<file path="config.mk">
export PLATFORM = sky130hd
export DESIGN_NAME = hsq_ctrl
export DESIGN_NICKNAME = d
export VERILOG_FILES = /design/src/verilog/hsq_pkg.sv /design/src/verilog/hsq_sync_if.sv /design/src/verilog/hsq_ctrl.sv /design/src/verilog/hsq_sync.sv /design/src/verilog/hsq_timer.sv
export SDC_FILE = /design/constraint.sdc
export NUM_CORES = 1
export LEC_CHECK = 0
export BUFFER_PORTS_ARGS = -buffer_cell sky130_fd_sc_hd__buf_2
export CORE_MARGIN = 2
export CORE_UTILIZATION = 35
export CTS_CLUSTER_DIAMETER = 60
export DETAILED_ROUTE_END_ITERATION = 6
export SYNTH_ARGS = -nofsm -noshare
export SYNTH_HDL_FRONTEND = slang
export SYNTH_SLANG_ARGS = --single-unit
</file>
<file path="constraint.sdc">
create_clock -name pclk -period 3.3 [get_ports pclk]
set_input_delay 0.99 -clock pclk [delete_from_list [all_inputs] [get_ports pclk]]
set_output_delay 0.99 -clock pclk [all_outputs]
set_load 0.02 [all_outputs]
</file>
<file path="src/verilog/hsq_pkg.sv">
package hsq_pkg;
    localparam int CLK_MHZ        = 125;
    localparam int T_LOCKOUT_US   = 37500;
    localparam int T_START_DEF_US = 9000;
    localparam int T_START_MIN_US = 400;
    localparam int T_START_MAX_US = 50000;
    localparam int T_REARM_US     = 100;
    localparam logic [22:0] LOCKOUT_CYC   = 23'(T_LOCKOUT_US * CLK_MHZ);
    localparam logic [22:0] START_DEF_CYC = 23'(T_START_DEF_US * CLK_MHZ);
    localparam logic [22:0] START_MIN_CYC = 23'(T_START_MIN_US * CLK_MHZ);
    localparam logic [22:0] START_MAX_CYC = 23'(T_START_MAX_US * CLK_MHZ);
    localparam int RETRY_SHIFT    = 6;
    localparam int NCH            = 4;
    localparam int TW             = 29;

    // register offsets (byte addresses)
    localparam logic [7:0] REG_CTRL   = 8'h00;
    localparam logic [7:0] REG_START  = 8'h04;
    localparam logic [7:0] REG_STATUS = 8'h08;
    // field positions
    localparam int CTRL_AUTO_BIT  = 0;
    localparam int ST_MODE_LSB    = 0;
    localparam int ST_FIXED_BIT   = 2;
    localparam int ST_LOCK_BIT    = 3;
    localparam int ST_GATE_LSB    = 4;
    localparam int ST_START_LSB   = 8;
    localparam int ST_FAULT_LSB   = 12;
    localparam int ST_GOOD_LSB    = 16;
    localparam logic CTRL_AUTO_RST = 1'b0;

    typedef enum logic [1:0] {MODE_TRACK, MODE_SEQ, MODE_INDEP} hsq_mode_type;
    typedef enum logic [2:0] {CH_OFF, CH_START, CH_RUN, CH_FAULT, CH_RETRY} hsq_chan_type;

    function automatic hsq_mode_type hsq_decode_mode(input logic hi, input logic lo);
        if (hi) return MODE_TRACK;
        if (lo) return MODE_INDEP;
        return MODE_SEQ;
    endfunction

    function automatic logic [22:0] hsq_clamp_len(input logic [22:0] v);
        if (v < START_MIN_CYC) return START_MIN_CYC;
        if (v > START_MAX_CYC) return START_MAX_CYC;
        return v;
    endfunction
endpackage

</file>
<file path="src/verilog/hsq_sync_if.sv">
`timescale 1ns/1ps
interface hsq_sync_if;
    logic [3:0] lockout_level;
    logic [3:0] rail_present_level;
    logic [3:0] enable_level;
    logic [3:0] fast_oc;
    logic [3:0] slow_oc;
    logic       mode_hi;
    logic       mode_lo;
    logic       flag_sense_gnd;
    modport src (output lockout_level, rail_present_level, enable_level, fast_oc,
                 slow_oc, mode_hi, mode_lo, flag_sense_gnd);
    modport dst (input lockout_level, rail_present_level, enable_level, fast_oc,
                 slow_oc, mode_hi, mode_lo, flag_sense_gnd);
endinterface

</file>
<file path="src/verilog/hsq_ctrl.sv">
// The implementer's own choices: the APB interface to the registers and the register offsets.
`timescale 1ns/1ps
module hsq_ctrl #(
    parameter logic [22:0] LOCKOUT_CYCLES   = hsq_pkg::LOCKOUT_CYC,
    parameter logic [22:0] START_DEF_CYCLES = hsq_pkg::START_DEF_CYC
) (
    // clock and reset
    input  wire logic        pclk,
    input  wire logic        presetn,
    // apb slave
    input  wire logic        psel,
    input  wire logic        penable,
    input  wire logic        pwrite,
    input  wire logic [7:0]  paddr,
    input  wire logic [31:0] pwdata,
    output logic [31:0]      prdata,
    output logic             pready,
    output logic             pslverr,
    // comparator results and straps
    input  wire logic [3:0]  lockout_in,
    input  wire logic [3:0]  rail_in,
    input  wire logic [3:0]  enable_in,
    input  wire logic [3:0]  fast_oc_in,
    input  wire logic [3:0]  slow_oc_in,
    input  wire logic        mode_hi_in,
    input  wire logic        mode_lo_in,
    input  wire logic        flag_sense_select_gnd,
    // channel outputs
    output logic [3:0]       gate_en,
    output logic [3:0]       ramp_limit,
    output logic [3:0]       good_flag
);
    import hsq_pkg::*;

    hsq_sync_if sy ();

    hsq_sync u_sync (
        .pclk              (pclk),
        .presetn           (presetn),
        .lockout_in        (lockout_in),
        .rail_in           (rail_in),
        .enable_in         (enable_in),
        .fast_oc_in        (fast_oc_in),
        .slow_oc_in        (slow_oc_in),
        .mode_hi_in        (mode_hi_in),
        .mode_lo_in        (mode_lo_in),
        .flag_sense_gnd_in (flag_sense_select_gnd),
        .sy                (sy.src)
    );

    // registers
    logic          auto_q, auto_d;
    logic [22:0]   len_q, len_d;
    logic [31:0]   rd_q, rd_d;
    hsq_mode_type  mode_q, mode_d;
    logic          fixed_q, fixed_d;
    logic          lock_q, lock_d;
    logic [3:0]    en_prev_q;
    logic [3:0]    gate_q, gate_d;
    logic [3:0]    ilim_q, ilim_d;
    logic [3:0]    good_q, good_d;
    logic [3:0]    stat_q, stat_d;
    hsq_chan_type  st_q [NCH];
    hsq_chan_type  st_d [NCH];
    // combinational
    logic          any_lock, lock_exp, wr, mapped;
    logic [3:0]    en_fall, flt, trip, cond, clr, texp, tload;
    logic [TW-1:0] tval [NCH];
    logic [TW-1:0] start_val, retry_val;

    assign any_lock  = |sy.lockout_level;
    assign en_fall   = en_prev_q & ~sy.enable_level;
    assign start_val = {6'h00, len_q};
    assign retry_val = {len_q, 6'h00};

    // lockout delay: held loaded while every input sits below the level
    hsq_timer u_lock (
        .pclk    (pclk),
        .presetn (presetn),
        .load    (!any_lock),
        .value   ({6'h00, LOCKOUT_CYCLES}),
        .expire  (lock_exp)
    );

    for (genvar g = 0; g < NCH; g++) begin : g_tmr
        hsq_timer u_tmr (
            .pclk    (pclk),
            .presetn (presetn),
            .load    (tload[g]),
            .value   (tval[g]),
            .expire  (texp[g])
        );
    end

    // mode strap and lockout tracking
    always_comb begin
        mode_d  = mode_q;
        fixed_d = fixed_q;
        lock_d  = lock_q;
        if (!fixed_q && any_lock) begin
            mode_d  = hsq_decode_mode(sy.mode_hi, sy.mode_lo);
            fixed_d = 1'b1;
        end
        if (!any_lock)
            lock_d = 1'b0;
        else if (lock_exp)
            lock_d = 1'b1;
    end

    // turn-on conditions per channel
    always_comb begin
        for (int i = 0; i < NCH; i++) begin
            flt[i]  = (st_q[i] == CH_FAULT) || (st_q[i] == CH_RETRY);
            // slow comparator only counts once the window is over
            trip[i] = (st_q[i] == CH_RUN) && (sy.fast_oc[i] || sy.slow_oc[i]);
        end
        for (int i = 0; i < NCH; i++) begin
            case (mode_q)
                MODE_TRACK: begin
                    cond[i] = lock_q && (&sy.rail_present_level)
                              && (&sy.enable_level) && !(|(flt | trip));
                    clr[i]  = |en_fall;
                end
                MODE_SEQ: begin
                    cond[i] = lock_q && (&sy.rail_present_level)
                              && sy.enable_level[i] && !(|(flt | trip));
                    clr[i]  = |en_fall;
                end
                MODE_INDEP: begin
                    cond[i] = lock_q && sy.rail_present_level[i]
                              && sy.enable_level[i] && !flt[i] && !trip[i];
                    clr[i]  = en_fall[i];
                end
                default: begin
                    cond[i] = 1'b0;
                    clr[i]  = 1'b0;
                end
            endcase
            // lost lockout must drop gates in the same cycle lock_q clears
            cond[i] = cond[i] && fixed_q && any_lock;
        end
    end

    // channel state machines
    always_comb begin
        for (int i = 0; i < NCH; i++) begin
            st_d[i]  = st_q[i];
            tload[i] = 1'b0;
            tval[i]  = start_val;
            case (st_q[i])
                CH_OFF:
                    if (cond[i]) begin
                        st_d[i]  = CH_START;
                        tload[i] = 1'b1;
                    end
                CH_START:
                    if (!cond[i])
                        st_d[i] = CH_OFF;
                    else if (texp[i])
                        st_d[i] = CH_RUN;
                CH_RUN:
                    if (trip[i])
                        st_d[i] = CH_FAULT;
                    else if (!cond[i])
                        st_d[i] = CH_OFF;
                CH_FAULT:
                    if (clr[i])
                        st_d[i] = CH_OFF;
                    else if (auto_q) begin
                        st_d[i]  = CH_RETRY;
                        tload[i] = 1'b1;
                        tval[i]  = retry_val;
                    end
                CH_RETRY:
                    if (clr[i] || texp[i])
                        st_d[i] = CH_OFF;
                default:
                    st_d[i] = CH_OFF;
            endcase
        end
    end

    // outputs follow the next state so pins and state agree
    always_comb begin
        for (int i = 0; i < NCH; i++) begin
            gate_d[i] = (st_d[i] == CH_START) || (st_d[i] == CH_RUN);
            ilim_d[i] = (st_d[i] == CH_START) && sy.fast_oc[i];
            good_d[i] = (st_d[i] == CH_RUN) && sy.enable_level[i];
        end
        stat_d = good_d ^ {4{sy.flag_sense_gnd}};
    end

    // apb: zero wait states, read data captured in the setup cycle
    assign wr     = psel && penable && pwrite;
    assign mapped = (paddr == REG_CTRL) || (paddr == REG_START) || (paddr == REG_STATUS);

    always_comb begin
        auto_d = auto_q;
        len_d  = len_q;
        rd_d   = rd_q;
        if (wr && paddr == REG_CTRL)
            auto_d = pwdata[CTRL_AUTO_BIT];
        if (wr && paddr == REG_START)
            len_d = hsq_clamp_len(pwdata[22:0]);
        if (psel && !penable && !pwrite) begin
            rd_d = 32'h00000000;
            case (paddr)
                REG_CTRL:  rd_d[CTRL_AUTO_BIT] = auto_q;
                REG_START: rd_d[22:0] = len_q;
                REG_STATUS: begin
                    rd_d[ST_MODE_LSB +: 2]  = mode_q;
                    rd_d[ST_FIXED_BIT]      = fixed_q;
                    rd_d[ST_LOCK_BIT]       = lock_q;
                    rd_d[ST_GATE_LSB +: 4]  = gate_q;
                    rd_d[ST_START_LSB +: 4] = ilim_q | {(st_q[3] == CH_START),
                        (st_q[2] == CH_START), (st_q[1] == CH_START), (st_q[0] == CH_START)};
                    rd_d[ST_FAULT_LSB +: 4] = flt;
                    rd_d[ST_GOOD_LSB +: 4]  = good_q;
                end
                default: rd_d = 32'h00000000;
            endcase
        end
    end

    always_ff @(posedge pclk or negedge presetn) begin
        if (!presetn) begin
            auto_q    <= CTRL_AUTO_RST;
            len_q     <= START_DEF_CYCLES;
            rd_q      <= 32'h00000000;
            mode_q    <= MODE_SEQ;
            fixed_q   <= 1'b0;
            lock_q    <= 1'b0;
            en_prev_q <= 4'h0;
            gate_q    <= 4'h0;
            ilim_q    <= 4'h0;
            good_q    <= 4'h0;
            stat_q    <= 4'h0;
            for (int i = 0; i < NCH; i++)
                st_q[i] <= CH_OFF;
        end else begin
            auto_q    <= auto_d;
            len_q     <= len_d;
            rd_q      <= rd_d;
            mode_q    <= mode_d;
            fixed_q   <= fixed_d;
            lock_q    <= lock_d;
            en_prev_q <= sy.enable_level;
            gate_q    <= gate_d;
            ilim_q    <= ilim_d;
            good_q    <= good_d;
            stat_q    <= stat_d;
            for (int i = 0; i < NCH; i++)
                st_q[i] <= st_d[i];
        end
    end

    assign prdata     = rd_q;
    assign pready     = 1'b1;
    assign pslverr    = psel && penable && !mapped;
    assign gate_en    = gate_q;
    assign ramp_limit = ilim_q;
    assign good_flag  = stat_q;
endmodule // hsq_ctrl

</file>
<file path="src/verilog/hsq_sync.sv">
`timescale 1ns/1ps
module hsq_sync (
    // clock and reset
    input  wire logic       pclk,
    input  wire logic       presetn,
    // raw front end
    input  wire logic [3:0] lockout_in,
    input  wire logic [3:0] rail_in,
    input  wire logic [3:0] enable_in,
    input  wire logic [3:0] fast_oc_in,
    input  wire logic [3:0] slow_oc_in,
    input  wire logic       mode_hi_in,
    input  wire logic       mode_lo_in,
    input  wire logic       flag_sense_gnd_in,
    // synchronised side
    hsq_sync_if.src         sy
);
    import hsq_pkg::*;
    logic [22:0] meta_q;
    logic [22:0] meta_d;
    logic [22:0] stab_q;
    logic [22:0] stab_d;

    always_comb begin
        meta_d = {lockout_in, rail_in, enable_in, fast_oc_in, slow_oc_in,
                  mode_hi_in, mode_lo_in, flag_sense_gnd_in};
        stab_d = meta_q;
    end

    always_ff @(posedge pclk or negedge presetn) begin
        if (!presetn) begin
            meta_q <= 23'h000000;
            stab_q <= 23'h000000;
        end else begin
            meta_q <= meta_d;
            stab_q <= stab_d;
        end
    end

    assign {sy.lockout_level, sy.rail_present_level, sy.enable_level, sy.fast_oc,
            sy.slow_oc, sy.mode_hi, sy.mode_lo, sy.flag_sense_gnd} = stab_q;
endmodule // hsq_sync

</file>
<file path="src/verilog/hsq_timer.sv">
`timescale 1ns/1ps
module hsq_timer (
    // clock and reset
    input  wire logic          pclk,
    input  wire logic          presetn,
    // control
    input  wire logic          load,
    input  wire logic [28:0]   value,
    // status
    output logic               expire
);
    import hsq_pkg::*;
    logic [TW-1:0] cnt_q;
    logic [TW-1:0] cnt_d;

    // load of n gives expire on the n-th cycle after
    always_comb begin
        cnt_d = cnt_q;
        if (load)
            cnt_d = value;
        else if (cnt_q != '0)
            cnt_d = cnt_q - 29'h00000001;
    end

    always_ff @(posedge pclk or negedge presetn) begin
        if (!presetn)
            cnt_q <= '0;
        else
            cnt_q <= cnt_d;
    end

    assign expire = !load && (cnt_q == 29'h00000001);
endmodule // hsq_timer
</file>
# Word-level counts from Yosys, hierarchy flattened
# Index checks and enable logic that the tools add are counted.
# word_totals
out_inout_bits,46
latchBits,0
ramBits,0
mem_bits_ro,0
inputBits,68
register_bits,274
mem_count,0
# classes
mux,99
n_addsub,5
shifts,0
div,0
eq_ne,35
n_bitwise,5
multipliers,0
n_lt_le_gt_ge,2
n_reduce_logical,116
# op_table
op,n
2-to-1 mux 29 bit,19
equality test 29 x 1 -> 1 bit (second input constant),5
nonzero test 29 bit,5
subtractor 29 x 1 -> 29 bit (second input constant),5
2-to-1 mux 3 bit,33
2-to-1 mux 23 bit,4
logical AND 1 bit,60
one-hot mux 3 bit (5 select lines),4
one-hot mux 19 bit (2 select lines),1
equality test 3 x 2 -> 1 bit (second input constant),12
equality test 3 x 1 -> 1 bit (second input constant),8
> comparator 23 bit (second input constant),1
< comparator 23 x 16 -> 1 bit (second input constant),1
2-to-1 mux 1 bit,21
logical OR 1 bit,18
zero test 1 bit,17
one-hot mux 1 bit (2 select lines),8
one-hot mux 1 bit (3 select lines),5
equality test 3 bit (second input constant),4
zero test 3 bit,4
OR reduction 4 bit,3
equality test 8 x 3 -> 1 bit (second input constant),1
equality test 8 x 4 -> 1 bit (second input constant),1
zero test 8 bit,1
12 further kinds,21

# Logic depth before layout (Yosys ltp)
# depth
word_depth,19
mapped_depth,10

# Modules after synthesis
# A second synthesis with hierarchy kept.
# hier_totals
hier_cells,1682
area_unflattened_um2,15600.0
# modules_own_cells
module,cells_per_inst,seq_area_each_um2,n_inst,area_per_inst_um2
hsq_timer (g_tmr[1].u_tmr ...),210,725.7,3,1838.0
hsq_ctrl,589,2087.0,1,5277.6
hsq_timer (g_tmr[0].u_tmr),211,725.7,1,1839.3
hsq_timer (u_lock),206,725.7,1,1818.0
hsq_sync,46,1151.1,1,1151.1

# Worst setup path after synthesis
# No wires, ideal clock.
# synth_path
path_kind,input to output
start,input port paddr[5]
end,output port pslverr
stages,5
required_time_ns,2.310
slack_ns,0.138
t_arrival_ns,2.172
n_path_buf,1
cell_sequence,nor4_1 nand2_1 nor3_1 clkbuf_1 nor3_1
# synth_between
elab_chain_len,5
word_cells_on_any_way,7
cone_classes,eq/ne (2); reduce/logical (5)
# synth_rtl
element,line_no,rtl
start: declaration,hsq_ctrl.sv:14,"input wire logic [7:0] paddr,"
equality test 8 x 3 -> 1 bit or zero test 8 bit (tied branches),hsq_ctrl.sv:195,assign mapped = (paddr == REG_CTRL) || (paddr == REG_START) || (paddr == REG_STATUS);
logical OR 1 bit,hsq_ctrl.sv:195,
logical OR 1 bit (*),hsq_ctrl.sv:195,
zero test 1 bit (*),hsq_ctrl.sv:259,assign pslverr = psel && penable && !mapped;
logical AND 1 bit (*),hsq_ctrl.sv:259,
end: declaration,hsq_ctrl.sv:18,"output logic pslverr,"
# Mark *: on every way between the ends. The rest lies on a longest branch, timed or not.

# Worst setup path after layout
# Ends and elaborated chain as after synthesis.

==> results.json <==
{
  "status": "finished clean",
  "maxCapViolCount": 0,
  "final_util_pct": 41.0,
  "grt_start_max_net_pins": 71,
  "drt_pass1_iterations": 6,
  "worst_slew_pin_slew_ns": 1.12,
  "tns_ns": 0,
  "via_per_inst": 5.66,
  "hp-class": "input pin to async pin",
  "synth_mux_area_share_pct": 0.902,
  "ctsLongestPathBuffers": 3,
  "fillers": 3993,
  "clk_latency_ns": 0.57,
  "r2r-start": "st_q[9]$_DFF_PN0_",
  "ant_nets": 0,
  "power_per_cell_area_nw_per_um2": 458,
  "rr_endpoint": "g_tmr[1].u_tmr.cnt_q[9]$_DFFE_PN0P_",
  "p_total_mw": 7.49,
  "die_y_um": 205,
  "timing.final.crit_share_pct": 90.3,
  "cts_sinks": 274,
  "seq_area_um2": 6870,
  "overflow": 0,
  "drt-initial-drc-count": 977,
  "grt_pass1_wl_mm": 68.8,
  "yosys_warnings": 0,
  "n_antenna_cell": 0,
  "drc": 0,
  "yosysSeqAreaShare_pct": 48.5,
  "maxSlewViolCount": 0,
  "critPathLaunchType": "input pin",
  "post-cts-setup-buffers": 0,
  "synth_compound_area_share_pct": 15.6,
  "dpl.hpwl_mm": 30.1,
  "dieArea_um2": 42000,
  "syn_area_per_cell_um2": 9.25,
  "finalHoldWorstSlack_ns": 0.346,
  "ir_drop_uv": 418,
  "fin_crit_ns": 2.98,
  "final_hold_viol_count": 0,
  "p_leak_nw": 7.68,
  "boundaryPins": 114,
  "rrSetupSlack_ns": 0.39,
  "ys_top_cells_by_area": "dfrtp_1 (47%), nand2_1 (4.6%), nor2_1 (4.2%), nor3_1 (3.4%), xnor2_1 (3.2%)",
  "drive_above_1_share_pct": 15.8,
  "area_growth_pct": 15.5,
  "synth_cell_type_count": 84,
  "syn-cell-area_um2": 14100,
  "grt_setup_unrepaired": "false",
  "critPathRequiredTime_ns": 2.31,
  "ff2ff_path_depth": 6,
  "place.gp.congestion": 0.899,
  "path_clk_slew_ns": 0.06,
  "synth_top_area_share_pct": 47.0,
  "synthAdderAreaFrac_pct": 0.884,
  "worstSetupEndpointType": "output port",
  "ys_async_sr_fraction_pct": 100,
  "h-tree-depth": 1,
  "multiInputGateArea_um2": 6810,
  "core_area_um2": 39800,
  "grt_usage_pct": 21.0,
  "synth-edff-count": 0,
  "wire_per_inst_um": 20.3,
  "via_count": 12300,
  "final_nets": 1699,
  "setup_violations": 0,
  "start_util_pct": 35.5,
  "synth_top_family_by_area": "simple AND/OR/NAND/NOR gates",
  "fmax_mhz": 336,
  "slew_headroom_pct": 25.4,
  "rows": 73,
  "synth-simple-area-share_pct": 24.7,
  "antenna_found_initial": 1,
  "worstSetupPathType": "input pin to output port",
  "synth_xor_area_share_pct": 5.57,
  "synthCells": 1530,
  "skew_ns": 0.0227,
  "grt_pass1_vias": 11800,
  "synth_top_area_cell": "dfrtp_1",
  "die_w_um": 205,
  "wl_mm": 44.0,
  "cts_made_buffers": 30,
  "cts_root_buffer": "clkbuf_16",
  "ys_ff_latch": 274,
  "synthFlopType": "dfrtp_1",
  "crit_fanout": 3,
  "cts_tree": "built",
  "port_buffers": 94,
  "critPathArrivalTime_ns": 1.99
}
## cell families (layout without fill, tap and decap cells)
logic type,after synthesis,in the layout
xor gates and xnor gates,90,90
buffers and inverters,127,233
other,2,10
DFF,274,274
AOI/OAI and AO/OA,324,324
adders and majority gates,10,10
muxes,12,12
and+or+nand+nor,691,691
## final cells by class
cell class / count / area share (%)
repair buffers: 147 / 5.53
clock buffers: 41 / 5.28
well taps: 525 / 4.02
clock inverters: 14 / 0.789
inverters: 31 / 0.712
multi-input cells: 1137 / 41.7
flip-flops and latches: 274 / 42.0
## registers in the layout, summed over array words and instances (netlist names)
| name | count |
|---|---|
| auto_q | 1 |
| good_q | 4 |
| st_q | 12 |
| ramp_limit | 4 |
| en_prev_q | 4 |
| fixed_q | 1 |
| u_sync.stab_q | 23 |
| good_flag | 4 |
| u_lock.cnt_q | 29 |
| g_tmr.u_tmr.cnt_q | 116 |
| prdata | 23 |
| len_q | 23 |
| mode_q | 2 |
| gate_en | 4 |
| lock_q | 1 |
| u_sync.meta_q | 23 |
## synthesized netlist by cell type (28+ instances only)
library cell    n
inv_1          31
o22ai_1        28
nand2_1       173
dfrtp_1       266
nand3_1        42
clkbuf_1       71
nor4_1         47
a21oi_1        61
o31ai_1        30
xnor2_1        51
nor3_1         97
o21ai_0        66
xor2_1         39
or3_1          33
nor2_1        158
## power breakdown
group          internal [mW]  switching, mW
Clock                   1.98           1.40
Sequential              3.48          0.135
Combinational          0.174          0.317
## metrics by stage
step | instance area, um2 | worst slack [ns] | instances
2_1_floorplan | 14200 | 0.138 | 1538
5_1_grt | 16300 | 0.104 | 2169
6_report | 16300 | 0.321 | 2169
4_1_cts | 16300 | 0.243 | 2169
3_3_place_gp | 15300 | 0.307 | 2114
3_5_place_dp | 15300 | 0.260 | 2114
## cell usage in the layout (no fill, tap or decap), types with 8 or more instances in the layout
master / instances
nor2b_1: 11
o41ai_1: 8
conb_1: 10
o31ai_1: 30
ha_1: 10
a21oi_1: 61
nor3_1: 94
a211oi_1: 10
or2_2: 12
xor2_1: 39
nand2_1: 173
nor4_1: 46
a22o_1: 8
xnor2_1: 51
o21ai_0: 66
dfrtp_1: 266
clkinv_2: 9
or3_1: 33
a221oi_1: 14
dfstp_2: 8
o211ai_1: 9
or4_1: 17
buf_2: 93
a31oi_1: 10
nand4_1: 17
clkbuf_16: 31
nor2_1: 156
nand2b_1: 16
nand3_1: 42
inv_1: 31
o22ai_1: 28
and3_1: 11
buf_4: 51
nor3b_1: 10
a22oi_1: 11
## layer usage
| metal | track usage, % | vias up | part of all wire (%) |
|---|---|---|---|
| met4 | 7.14 | 2 | 3.4 |
| met3 | 4.96 | 90 | 8.5 |
| met1 | 29.3 | 5988 | 44 |
| met5 | 0 | - | 0.018 |
| met2 | 32.1 | 487 | 44 |
| li1 | - | 5707 | - |
## worst max-delay path, cell delays in order
cell and delay (ns):
buf_2 0.09, nor4_1 0.34, nand2_1 0.17, nor3_2 0.17, nor3_1 0.07, buf_2 0.16
## how the worst max path moves through the flow
stage                           start                             endpoint  slack [ns]  cells after the start
CTS                 st_q[9]$_DFF_PN0_  g_tmr[0].u_tmr.cnt_q[1]$_DFFE_PN0P_        0.24                      7
finish                       paddr[5]                              pslverr        0.32                      6
floorplan                    paddr[5]                              pslverr        0.14                      5
detailed placement  st_q[9]$_DFF_PN0_  g_tmr[0].u_tmr.cnt_q[1]$_DFFE_PN0P_        0.26                      7
global placement    st_q[9]$_DFF_PN0_  g_tmr[0].u_tmr.cnt_q[1]$_DFFE_PN0P_        0.31                      7
global route        st_q[9]$_DFF_PN0_  g_tmr[2].u_tmr.cnt_q[9]$_DFFE_PN0P_        0.10                      7
## what timing repair did
| item | 4_1_cts | 5_1_grt |
|---|---|---|
| hold buffers | 0 | 0 |
| gates resized for setup | 0 | 1 |
| endpoints found under the setup margin | 0 | 10 |
No activity file was read; power rests on OpenSTA's default activity.
